<file path="src/acs_pkg.sv">
// constants, register map and types for the conversion sequencer
//
// Function
// - full-scale doubling bit selects 0..Vref or 0..2Vref, differential +-Vref or +-2Vref
// - out-of-range on channels 0-3 or temperature sets alarm flag and drives alarm low
// - single-shot converts each selected channel once, then idles for a new trigger
// - continuous mode rescans the selected group forever without new triggers
// - a cycle starts on external trigger falling edge or the software convert bit; code ignores the bit in single-shot while the ready flag is set
// - new trigger, mode change, channel-select or threshold write aborts the cycle at once
// - external edge while converting finishes the channel, ends the cycle, waits
// - sixteen holding registers load per channel, all copied to results at cycle end
// - single-ended results straight binary, differential results two's complement
// - single-shot: results updated sets the ready flag and pulls ready pin low
// - single-shot: result read or external trigger clears the flag, pin high
// - continuous: 1 us low pulse on ready pin, ready flag always zero
// - continuous rate set by rate bits, 500 ksps, divided by channel count; code adds two clock cycles (ST_DONE, ST_SYNC) per scan
// - single-shot rate follows triggers, capped by rate bits, up to 4 us sync
// - any rate code other than 00 sleeps the converter between conversions
// - rate codes give 0.375/2.375/6.375/14.375 us acquisition plus 1.625 us conversion
// - temperature converter continuously cycles two remote and one local sensor
// - 8-bit signed ideality value N, effective factor 1.008*300/(300-N)
package acs_pkg;

    // ==========================================================
    // register offsets
    localparam logic [7:0] REG_CFG0     = 8'h00;
    localparam logic [7:0] REG_CFG1     = 8'h01;
    localparam logic [7:0] REG_CHSEL0   = 8'h02;
    localparam logic [7:0] REG_CHSEL1   = 8'h03;
    localparam logic [7:0] REG_STATUS   = 8'h04;
    localparam logic [7:0] REG_IDEAL    = 8'h05;
    localparam logic [7:0] REG_THR_BASE = 8'h08;  // ch k low at +2k, high at +2k+1
    localparam logic [7:0] REG_TLIM     = 8'h10;  // three temperature high limits
    localparam logic [7:0] REG_RES_BASE = 8'h20;  // sixteen results
    localparam logic [7:0] REG_TEMP     = 8'h30;  // three temperature readings

    // ==========================================================
    // field positions
    localparam int CFG0_MODE_BIT   = 0;  // scan_mode_select: 1 continuous
    localparam int CFG0_SWTRIG_BIT = 1;  // software_convert_trigger, self clearing
    localparam int CFG0_FLAG_BIT   = 2;  // result_ready_flag, read only
    localparam int CFG0_DOUBLE_BIT = 3;  // full_scale_double

    // ==========================================================
    // reset values
    localparam logic [15:0] CHSEL0_RST = 16'hffff;
    localparam logic [1:0]  CHSEL1_RST = 2'h0;
    localparam logic [11:0] THR_LO_RST = 12'h000;
    localparam logic [11:0] THR_HI_RST = 12'hfff;
    localparam logic [11:0] TLIM_RST   = 12'h7ff;
    localparam logic [7:0]  IDEAL_RST  = 8'h00;

    // ==========================================================
    // timing
    localparam int CLK_NS      = 100;
    localparam int CONV_NS     = 1625;
    localparam int ACQ0_NS     = 375;
    localparam int ACQ1_NS     = 2375;
    localparam int ACQ2_NS     = 6375;
    localparam int ACQ3_NS     = 14375;
    localparam int PULSE_NS    = 1000;
    localparam int SYNC_MAX_NS = 4000;
    localparam int SYNC_MAX_CYC = SYNC_MAX_NS / CLK_NS;
    localparam logic [7:0] SYNC_CYC  = 8'(3 < SYNC_MAX_CYC ? 3 : SYNC_MAX_CYC);
    localparam logic [7:0] PULSE_CYC = 8'((PULSE_NS + CLK_NS - 1) / CLK_NS);
    localparam logic [7:0] ACQ0_CYC  = 8'((ACQ0_NS + CLK_NS - 1) / CLK_NS);
    localparam logic [7:0] ACQ1_CYC  = 8'((ACQ1_NS + CLK_NS - 1) / CLK_NS);
    localparam logic [7:0] ACQ2_CYC  = 8'((ACQ2_NS + CLK_NS - 1) / CLK_NS);
    localparam logic [7:0] ACQ3_CYC  = 8'((ACQ3_NS + CLK_NS - 1) / CLK_NS);
    // conversion gets the remainder of the whole sample period so the rate is exact
    localparam logic [7:0] CONV_CYC  = 8'((ACQ0_NS + CONV_NS) / CLK_NS) - ACQ0_CYC;
    localparam logic [9:0] IDEAL_BASE = 10'd300;

    // ==========================================================
    // sequencer states
    typedef enum logic [2:0] {
        ST_IDLE = 3'b000,
        ST_SYNC = 3'b001,
        ST_ACQ  = 3'b010,
        ST_CONV = 3'b011,
        ST_DONE = 3'b100
    } acs_state_t;

endpackage : acs_pkg

</file>
<file path="src/acs_sequencer.sv">
// conversion sequencer, result buffering, alarms and register port
`timescale 1ns/100ps
module acs_sequencer
    import acs_pkg::*;
(
    // clock and reset
    input  wire logic        i_clk,
    input  wire logic        i_rst,
    // register port
    input  wire logic [7:0]  i_addr,
    input  wire logic [15:0] i_wdata,
    input  wire logic        i_wr,
    input  wire logic        i_rd,
    output logic      [15:0] o_rdata,
    // host handshake pins
    input  wire logic        i_external_trigger_n,
    output logic             o_result_ready_n,
    output logic             o_alarm_n,
    // converter core
    output logic [3:0]       o_adc_channel,
    output logic             o_adc_diff,
    output logic             o_adc_acquire,
    output logic             o_adc_convert,
    output logic             o_full_scale_double,
    output logic             o_inter_sample_sleep,
    input  wire logic [11:0] i_adc_data,
    // temperature converter
    output logic [1:0]       o_temp_select,
    output logic [9:0]       o_ideality_denom,
    input  wire logic        i_temp_done,
    input  wire logic [11:0] i_temp_data
);

    // ==========================================================
    // functions
    function automatic logic [4:0] next_chan(input logic [15:0] mask, input logic [4:0] from);
        logic [4:0] res;
        res = 5'h00;
        for (int i = 15; i >= 0; i--) begin
            if (mask[i] && 5'(i) >= from) begin
                res = {1'b1, 4'(i)};
            end
        end
        return res;
    endfunction : next_chan

    function automatic logic out_of_range(input logic [11:0] v, input logic [11:0] lo,
                                          input logic [11:0] hi, input logic sgn);
        if (sgn) begin
            return ($signed(v) < $signed(lo)) || ($signed(v) > $signed(hi));
        end
        return (v < lo) || (v > hi);
    endfunction : out_of_range

    function automatic logic [7:0] acq_cycles(input logic [1:0] code);
        case (code)
            2'h0:    return ACQ0_CYC;
            2'h1:    return ACQ1_CYC;
            2'h2:    return ACQ2_CYC;
            default: return ACQ3_CYC;
        endcase
    endfunction : acq_cycles

    // ==========================================================
    // register storage
    logic              scan_mode_select_r;
    logic              full_scale_double_r;
    logic [1:0]        sample_rate_select_r;
    logic [15:0]       chsel0_r;
    logic [1:0]        chsel1_r;
    logic [7:0]        ideal_r;
    logic [11:0]       thr_r [8];
    logic [11:0]       tlim_r [3];
    logic [11:0]       channel_holding_reg [16];
    logic [11:0]       result_r [16];
    logic [11:0]       temp_r [3];
    logic [6:0]        status_r;
    logic              result_ready_flag_r;
    logic [7:0]        pulse_cnt_r;
    logic [15:0]       rdata_r;

    acs_state_t        state_r;
    logic [7:0]        cnt_r;
    logic [3:0]        chan_r;
    logic              stop_after_r;

    // ==========================================================
    // access decode
    logic        cfg0_wr;
    logic        sw_trig;
    logic        mode_chg;
    logic        chsel_wr;
    logic        thr_wr;
    logic        res_rd;
    logic        busy;
    logic        converting;
    logic        ext_fall;
    logic        abort_now;
    logic        start_now;
    logic        conv_end;
    logic        copy_now;
    logic [15:0] eff_mask;
    logic [4:0]  first_ch;
    logic [4:0]  after_ch;
    logic        chan_diff;
    logic [11:0] conv_val;

    assign cfg0_wr    = i_wr && i_addr == REG_CFG0;
    assign sw_trig    = cfg0_wr && i_wdata[CFG0_SWTRIG_BIT];
    assign mode_chg   = cfg0_wr && i_wdata[CFG0_MODE_BIT] != scan_mode_select_r;
    assign chsel_wr   = i_wr && (i_addr == REG_CHSEL0 || i_addr == REG_CHSEL1);
    assign thr_wr     = i_wr && i_addr[7:3] == REG_THR_BASE[7:3];
    assign res_rd     = i_rd && i_addr[7:4] == REG_RES_BASE[7:4];
    assign busy       = state_r != ST_IDLE;
    assign converting = state_r == ST_ACQ || state_r == ST_CONV;

    // a differential pair converts on its even channel; the odd partner is skipped
    assign eff_mask  = chsel0_r & ~{12'h000, chsel1_r[1], 1'b0, chsel1_r[0], 1'b0};
    assign first_ch  = next_chan(eff_mask, 5'h00);
    assign after_ch  = next_chan(eff_mask, {1'b0, chan_r} + 5'h01);
    assign chan_diff = (chan_r == 4'h0 && chsel1_r[0]) || (chan_r == 4'h2 && chsel1_r[1]);
    // core delivers offset binary; flipping the sign bit gives two's complement
    assign conv_val  = chan_diff ? {~i_adc_data[11], i_adc_data[10:0]} : i_adc_data;

    // software trigger during a running cycle aborts; external edge only aborts outside a channel
    assign abort_now = mode_chg || chsel_wr || thr_wr || (sw_trig && busy)
                       || (ext_fall && busy && !converting);
    // a pending ready flag holds off a software start in single-shot mode
    assign start_now = !busy && !abort_now
                       && (ext_fall || (sw_trig && (scan_mode_select_r || !result_ready_flag_r)));
    assign conv_end  = state_r == ST_CONV && cnt_r == 8'h00 && !abort_now;
    assign copy_now  = state_r == ST_DONE && !abort_now;

    // ==========================================================
    // external trigger pin: three stages, edge counted once stages two and three agree
    logic trg_s1_r;
    logic trg_s2_r;
    logic trg_s3_r;
    logic trg_lvl_r;

    always_ff @(posedge i_clk) begin
        if (i_rst) begin
            trg_s1_r  <= 1'b1;
            trg_s2_r  <= 1'b1;
            trg_s3_r  <= 1'b1;
            trg_lvl_r <= 1'b1;
        end else begin
            trg_s1_r <= i_external_trigger_n;
            trg_s2_r <= trg_s1_r;
            trg_s3_r <= trg_s2_r;
            if (trg_s2_r == trg_s3_r) begin
                trg_lvl_r <= trg_s3_r;
            end
        end
    end

    assign ext_fall = trg_lvl_r && !trg_s2_r && !trg_s3_r;

    // ==========================================================
    // configuration registers
    always_ff @(posedge i_clk) begin
        if (i_rst) begin
            scan_mode_select_r   <= 1'b0;
            full_scale_double_r  <= 1'b0;
            sample_rate_select_r <= 2'h0;
            chsel0_r             <= CHSEL0_RST;
            chsel1_r             <= CHSEL1_RST;
            ideal_r              <= IDEAL_RST;
        end else if (i_wr) begin
            case (i_addr)
                REG_CFG0: begin
                    scan_mode_select_r  <= i_wdata[CFG0_MODE_BIT];
                    full_scale_double_r <= i_wdata[CFG0_DOUBLE_BIT];
                end
                REG_CFG1:   sample_rate_select_r <= i_wdata[1:0];
                REG_CHSEL0: chsel0_r <= i_wdata;
                REG_CHSEL1: chsel1_r <= i_wdata[1:0];
                REG_IDEAL:  ideal_r <= i_wdata[7:0];
                default: ;
            endcase
        end
    end

    always_ff @(posedge i_clk) begin
        if (i_rst) begin
            for (int k = 0; k < 4; k++) begin
                thr_r[2*k]     <= THR_LO_RST;
                thr_r[2*k + 1] <= THR_HI_RST;
            end
            for (int k = 0; k < 3; k++) begin
                tlim_r[k] <= TLIM_RST;
            end
        end else if (i_wr) begin
            if (thr_wr) begin
                thr_r[i_addr[2:0]] <= i_wdata[11:0];
            end
            for (int k = 0; k < 3; k++) begin
                if (i_addr == REG_TLIM + 8'(k)) begin
                    tlim_r[k] <= i_wdata[11:0];
                end
            end
        end
    end

    // effective factor is 1.008*300/denominator; the core holds the fixed numerator
    always_ff @(posedge i_clk) begin
        if (i_rst) begin
            o_ideality_denom <= IDEAL_BASE;
        end else begin
            o_ideality_denom <= IDEAL_BASE - {{2{ideal_r[7]}}, ideal_r};
        end
    end

    // ==========================================================
    // sequencer
    always_ff @(posedge i_clk) begin
        if (i_rst) begin
            state_r <= ST_IDLE;
            cnt_r   <= 8'h00;
            chan_r  <= 4'h0;
        end else if (abort_now) begin
            state_r <= ST_IDLE;
            cnt_r   <= 8'h00;
        end else begin
            case (state_r)
                ST_IDLE: begin
                    if (start_now) begin
                        state_r <= ST_SYNC;
                        cnt_r   <= SYNC_CYC - 8'h01;
                    end
                end
                ST_SYNC: begin
                    if (cnt_r != 8'h00) begin
                        cnt_r <= cnt_r - 8'h01;
                    end else if (first_ch[4]) begin
                        state_r <= ST_ACQ;
                        chan_r  <= first_ch[3:0];
                        cnt_r   <= acq_cycles(sample_rate_select_r) - 8'h01;
                    end else begin
                        state_r <= ST_IDLE;
                    end
                end
                ST_ACQ: begin
                    if (cnt_r != 8'h00) begin
                        cnt_r <= cnt_r - 8'h01;
                    end else begin
                        state_r <= ST_CONV;
                        cnt_r   <= CONV_CYC - 8'h01;
                    end
                end
                ST_CONV: begin
                    if (cnt_r != 8'h00) begin
                        cnt_r <= cnt_r - 8'h01;
                    end else if (stop_after_r) begin
                        state_r <= ST_IDLE;
                    end else if (after_ch[4]) begin
                        state_r <= ST_ACQ;
                        chan_r  <= after_ch[3:0];
                        cnt_r   <= acq_cycles(sample_rate_select_r) - 8'h01;
                    end else begin
                        state_r <= ST_DONE;
                    end
                end
                ST_DONE: begin
                    if (scan_mode_select_r) begin
                        state_r <= ST_SYNC;
                        cnt_r   <= 8'h00;
                    end else begin
                        state_r <= ST_IDLE;
                    end
                end
                default: state_r <= ST_IDLE;
            endcase
        end
    end

    always_ff @(posedge i_clk) begin
        if (i_rst || state_r == ST_IDLE) begin
            stop_after_r <= 1'b0;
        end else if (ext_fall && converting) begin
            stop_after_r <= 1'b1;
        end
    end

    // ==========================================================
    // double-buffered results
    always_ff @(posedge i_clk) begin
        if (i_rst) begin
            for (int k = 0; k < 16; k++) begin
                channel_holding_reg[k] <= 12'h000;
                result_r[k]            <= 12'h000;
            end
        end else begin
            if (conv_end) begin
                channel_holding_reg[chan_r] <= conv_val;
            end
            if (copy_now) begin
                for (int k = 0; k < 16; k++) begin
                    result_r[k] <= channel_holding_reg[k];
                end
            end
        end
    end

    // ==========================================================
    // ready handshake; a new result beats a clearing read in the same cycle
    always_ff @(posedge i_clk) begin
        if (i_rst || scan_mode_select_r) begin
            result_ready_flag_r <= 1'b0;
        end else if (copy_now) begin
            result_ready_flag_r <= 1'b1;
        end else if (res_rd || ext_fall) begin
            result_ready_flag_r <= 1'b0;
        end
    end

    always_ff @(posedge i_clk) begin
        if (i_rst) begin
            pulse_cnt_r <= 8'h00;
        end else if (copy_now && scan_mode_select_r) begin
            pulse_cnt_r <= PULSE_CYC;
        end else if (pulse_cnt_r != 8'h00) begin
            pulse_cnt_r <= pulse_cnt_r - 8'h01;
        end
    end

    assign o_result_ready_n = !(result_ready_flag_r || pulse_cnt_r != 8'h00);

    // ==========================================================
    // temperature sensors, visited in turn
    always_ff @(posedge i_clk) begin
        if (i_rst) begin
            o_temp_select <= 2'h0;
            for (int k = 0; k < 3; k++) begin
                temp_r[k] <= 12'h000;
            end
        end else if (i_temp_done) begin
            temp_r[o_temp_select] <= i_temp_data;
            o_temp_select <= (o_temp_select == 2'h2) ? 2'h0 : o_temp_select + 2'h1;
        end
    end

    // ==========================================================
    // alarms: sticky, cleared by reading status; a new event wins over the clear
    logic [6:0] alarm_set;

    always_comb begin
        alarm_set = 7'h00;
        if (conv_end && chan_r < 4'h4) begin
            alarm_set[chan_r[1:0]] = out_of_range(conv_val, thr_r[{chan_r[1:0], 1'b0}],
                                                  thr_r[{chan_r[1:0], 1'b1}], chan_diff);
        end
        if (i_temp_done && o_temp_select != 2'h3) begin
            alarm_set[3'h4 + {1'b0, o_temp_select}] = out_of_range(i_temp_data, 12'h800,
                                                  tlim_r[o_temp_select], 1'b1);
        end
    end

    always_ff @(posedge i_clk) begin
        if (i_rst) begin
            status_r <= 7'h00;
        end else if (i_rd && i_addr == REG_STATUS) begin
            status_r <= alarm_set;
        end else begin
            status_r <= status_r | alarm_set;
        end
    end

    assign o_alarm_n = ~|status_r;

    // ==========================================================
    // read port, data one cycle after the strobe
    always_ff @(posedge i_clk) begin
        if (i_rst || !i_rd) begin
            rdata_r <= 16'h0000;
        end else if (i_addr[7:4] == REG_RES_BASE[7:4]) begin
            rdata_r <= {4'h0, result_r[i_addr[3:0]]};
        end else if (i_addr[7:3] == REG_THR_BASE[7:3]) begin
            rdata_r <= {4'h0, thr_r[i_addr[2:0]]};
        end else begin
            case (i_addr)
                REG_CFG0:   rdata_r <= {12'h000, full_scale_double_r, result_ready_flag_r,
                                        1'b0, scan_mode_select_r};
                REG_CFG1:   rdata_r <= {14'h0000, sample_rate_select_r};
                REG_CHSEL0: rdata_r <= chsel0_r;
                REG_CHSEL1: rdata_r <= {14'h0000, chsel1_r};
                REG_STATUS: rdata_r <= {9'h000, status_r};
                REG_IDEAL:  rdata_r <= {8'h00, ideal_r};
                REG_TLIM:   rdata_r <= {4'h0, tlim_r[0]};
                REG_TLIM + 8'h01: rdata_r <= {4'h0, tlim_r[1]};
                REG_TLIM + 8'h02: rdata_r <= {4'h0, tlim_r[2]};
                REG_TEMP:   rdata_r <= {4'h0, temp_r[0]};
                REG_TEMP + 8'h01: rdata_r <= {4'h0, temp_r[1]};
                REG_TEMP + 8'h02: rdata_r <= {4'h0, temp_r[2]};
                default:    rdata_r <= 16'h0000;
            endcase
        end
    end

    assign o_rdata = rdata_r;

    // ==========================================================
    // converter core controls
    assign o_adc_channel       = chan_r;
    assign o_adc_diff          = chan_diff;
    assign o_adc_acquire       = state_r == ST_ACQ;
    assign o_adc_convert       = state_r == ST_CONV;
    assign o_full_scale_double = full_scale_double_r;
    // sleep while idle or in the stretched part of acquisition; the last minimum
    // acquisition window stays awake so the sample settles
    assign o_inter_sample_sleep = sample_rate_select_r != 2'h0
                                  && (state_r == ST_IDLE || (state_r == ST_ACQ && cnt_r >= ACQ0_CYC));

endmodule : acs_sequencer

</file>
<file path="config.mk">
export PLATFORM = sky130hd
export DESIGN_NAME = acs_sequencer
export DESIGN_NICKNAME = d
export VERILOG_FILES = /design/src/acs_pkg.sv /design/src/acs_sequencer.sv
export SDC_FILE = /design/constraint.sdc
export NUM_CORES = 1
export LEC_CHECK = 0
export ABC_CLOCK_PERIOD_IN_PS = 5300
export BUFFER_PORTS_ARGS = -buffer_cell sky130_fd_sc_hd__buf_2
export CORE_MARGIN = 4
export CORE_UTILIZATION = 56
export CTS_CLUSTER_SIZE = 8
export DETAILED_ROUTE_END_ITERATION = 12
export MAX_ROUTING_LAYER = met4
export PLACE_DENSITY = 0.76
export SLEW_MARGIN = 30
export SYNTH_ARGS = -nofsm -noshare
export SYNTH_HDL_FRONTEND = slang
export SYNTH_SLANG_ARGS = --single-unit
</file>
<file path="constraint.sdc">
create_clock -name i_clk -period 5.3 [get_ports i_clk]
set_input_delay 1.325 -clock i_clk [delete_from_list [all_inputs] [get_ports i_clk]]
set_output_delay 1.325 -clock i_clk [all_outputs]
set_load 0.02 [all_outputs]
</file>
==> qor.txt <==
==================================================================================
Result of the run ................................................... finished, final reports clean
Horizontal extent of the die ........................................ 240.0 microns
CTS buffer count ....................................................           91
Critical Path, Cell by Cell ......................................... ha_1, a22oi_1, nor3_1, xnor2_1, inv_1, ha_1, nand4_1, or2_2, a221o_1, mux2_2, a21oi_1, o221ai_1, nor4b_1, buf_4, o21ai_0
Classification of the worst setup path .............................. flop to flop
Leakage .............................................................   0.01303 uW
Hold Violations, Final ..............................................            0
Residual overflow from global routing ...............................            0
Adder-Cell Fraction of Synth Area ...................................      0.02035
Global-route wire length before repair .............................. 117200 microns
Layout Skew .........................................................   0.05217 ns
Required time at the worst-slack endpoint ...........................      5.84 ns
Buf/Inv on CP .......................................................            2
Simple-Gate Fraction of Synth Area ..................................       0.1756
Post-route core utilization .........................................       0.6405
Number of nets with antenna violations after detailed routing .......            0
Buffer count from post-CTS setup fixing .............................            0
Max Transition Viols Final ..........................................            0
Standard cell core area .............................................  52870 sq um
Post-synthesis to final-layout area growth ..........................       12.38%
CP Capture Type .....................................................         flop
Max-cap check violation count .......................................            0
Avg Vias per Cell ...................................................        6.421
Routed WL ........................................................... 77550 microns
Clock latency at the later pin of the worst-skew pair ...............      0.65 ns
Largest family of logic cells by synthesized area ................... simple AND/OR/NAND/NOR gates
CTS tree ............................................................        built
Most frequent CP cell ............................................... sky130_fd_sc_hd__ha_1
Number of flops mapped to enable cells by yosys .....................          552
Yosys warning total .................................................            0
Maximum vdd ir drop .................................................     262.4 uV
Worst setup SP type .................................................         flop
Number of hold buffers added after CTS ..............................            0
Number of nets in the layout ........................................         2443
# H-tree levels .....................................................            3
Post-synthesis share of cell area spent on xor and xnor gates .......     0.006395
Total Negative Setup Slacks .........................................         0 ns
Compound-gate portion of the synthesized area .......................      0.06001
Largest net degree at the start of global routing ...................          121
Proportion of netlist area held by the largest area contributor .....       0.5502
Syn Nets ............................................................         2389
Share of final-layout standard cells stronger than drive strength 1 .       0.1632
Arrival time worst endpoint .........................................      5.26 ns
Count of cells resized by post-cts repair ...........................            0
Most area-consuming cells after synthesis ........................... sky130_fd_sc_hd__edfxtp_1 (55%), sky130_fd_sc_hd__mux4_2 (8.1%), sky130_fd_sc_hd__dfxtp_1 (6.4%)
WL per Instance ..................................................... 25.20 microns
Slack of the critical path ..........................................    0.5741 ns
Overall Global Routing Usage ........................................       0.2774
Crit-path max FO ....................................................           14
Antenna violations before repair ....................................            2
Clock-pin transition on the worst setup and hold timing paths .......      0.05 ns
Leading cell types in the layout, fill and taps excluded ............ sky130_fd_sc_hd__edfxtp_1 (552), sky130_fd_sc_hd__and2_1 (206), sky130_fd_sc_hd__and3_1 (190)
Quantity of I/O buffers inserted on ports ...........................           91
Layout Cells excl Fill ..............................................         3078
Critical path depth .................................................           15
Pre-antenna DRT Iters ...............................................            6
DR vias .............................................................        19764
Die area ............................................................  57580 sq um
Synthesized instance count ..........................................         2286
Total placed cells including tap cells ..............................         2935
Portion of the post-synthesis area used by sequential elements ......       0.6146
WHS .................................................................    0.4873 ns
Starting Density ....................................................       0.5699
Clock sink total ....................................................          649
Cell at the root of the clock tree .................................. sky130_fd_sc_hd__clkbuf_16
Delay-heaviest family, CP ........................................... simple AND/OR/NAND/NOR gates
Placement-stage worst setup slack ...................................    0.6941 ns
Depth of the worst hold-timing path .................................            2
Filler cells ........................................................         3838
Remaining DRCs ......................................................            0
Final weighted congestion in routability-driven placement ...........       0.9465
Total power divided by cell area .................................... 356.0 nW/um^2
Number of global-route vias before repair ...........................        19093
Row Count ...........................................................           84
Maximum frequency from static timing analysis .......................   0.2116 GHz
Part of the cycle the worst path needs ..............................       0.8917
RSZ-0062 raised after global routing ................................           no
Count of cells along the worst register-to-register path ............           15
Most used flip-flop cell after synthesis ............................ sky130_fd_sc_hd__edfxtp_1
Transition time at the pin with the least slew margin ...............     1.061 ns
Max Root-Sink Buffers ...............................................            3
Die outline height .................................................. 240.0 microns
Flip-flop and latch count after synthesis ...........................          649
Delay of the slowest critical-path stage ............................      0.74 ns
Post-synth ARST share ...............................................            0
Multiplexer share of the synthesized area ...........................      0.09344
Max-slew headroom at the worst pin ..................................       0.2898
Number of distinct library cells after synthesis ....................           82
First DRT Iteration DRCs ............................................         2544
Total of endpoints with negative setup slack in the final report ....            0
Area of the mapped netlist ..........................................  30130 sq um
Dpl hpwl ............................................................ 51340 microns
Per-instance average area after synthesis ...........................  13.18 sq um
Shortest period the worst path allows ...............................     4.726 ns
Type of the most critical hold path ................................. flop to flop
Number of top-level design ports ....................................           93
Largest area contributor in the synthesized netlist ................. sky130_fd_sc_hd__edfxtp_1
Worst-path cell with the longest stage delay ........................ sky130_fd_sc_hd__nor3_1
Leading cell type in the layout, fill and taps excluded ............. sky130_fd_sc_hd__edfxtp_1
==================================================================================
-- kinds of logic (layout without fill, tap and decap cells) --
logic type / Yosys count / count (layout)
other: 1 / 2
adder cells (fa/ha/maj): 49 / 49
flip-flops: 649 / 649
multiplexers: 146 / 146
buffers and inverters: 229 / 332
XOR/XNOR: 22 / 22
AND/OR/NAND/NOR: 927 / 927
AO/OA/AOI/OAI: 263 / 263
-- metal layers --
| metal | up-vias | wire, microns | GRT usage | share of wire |
|---|---|---|---|---|
| met2 | 1137 | 35660 | 0.4136 | 0.46 |
| met1 | 9805 | 30790 | 0.3923 | 0.40 |
| met5 | - | 0 | - | 0 |
| met4 | 0 | 2706 | 0.09374 | 0.035 |
| li1 | 8643 | - | - | - |
| met3 | 179 | 8394 | 0.05036 | 0.11 |
-- path summary, 6_finish.rpt --
kind | start | end | slack, ns
max | o_adc_channel[1]$_SDFFE_PP0P_ | status_r[2]$_SDFF_PP0_ | 0.57
min | ideal_r[1]$_SDFFE_PP0P_ | ideal_r[1]$_SDFFE_PP0P_ | 0.49
max reg2reg | o_adc_channel[1]$_SDFFE_PP0P_ | status_r[2]$_SDFF_PP0_ | 0.57
min reg2reg | ideal_r[1]$_SDFFE_PP0P_ | ideal_r[1]$_SDFFE_PP0P_ | 0.49
-- report_power, final --
part | internal (uW) | leakage (uW) | switching, uW | total (uW)
Clock | 3220 | 0.00126 | 2140 | 5350
Combinational | 313 | 0.00538 | 526 | 839
Sequential | 5760 | 0.00640 | 105 | 5860
Total | 9290 | 0.0130 | 2770 | 12100
-- synthesized netlist by cell type (all sizes together), types with 12 or more instances --
cell type / instances
dfxtp: 97
a21o: 19
or3: 68
a21oi: 73
or2: 14
nand3: 27
a221oi: 15
nor2: 126
nand2b: 23
a22o: 12
a22oi: 15
edfxtp: 552
a31oi: 12
and2: 206
clkbuf: 150
ha: 49
nor2b: 91
mux2i: 36
mux4: 108
buf: 31
nor3: 28
o21ai: 40
xor2: 12
nand3b: 20
inv: 48
nand2: 93
and3: 190
-- final cells by class --
type                       instances  area, sq um  area share
clock inverter                     6        145.1    0.004287
antenna                            1        2.502  0.00007391
multi-input combinational       1408        10780      0.3182
timing repair buffer             142        883.3     0.02609
sequential                       649        18520      0.5471
clock buffer                     136         2489     0.07350
tap                              688        860.8     0.02542
inverter                          48        180.2    0.005321
-- worst register-to-register path: cells and delay by family, from the launching register on --
family	cells	cell delay, ns
flops	1	0.55
compound gates	5	0.86
simple gates	4	1.36
xor+xnor	1	0.32
buf+inv	2	0.53
mux	1	0.28
fa+ha+maj	2	0.74
-- through the flow --
step                area (sq um)  total power, uW
CTS                        33850            12100
floorplan                  30130             6451
detailed placement         31220             6779
global route               33860            12430
global placement           31210             6737
finish                     33860            12050
(Power assumes the default switching activity.)
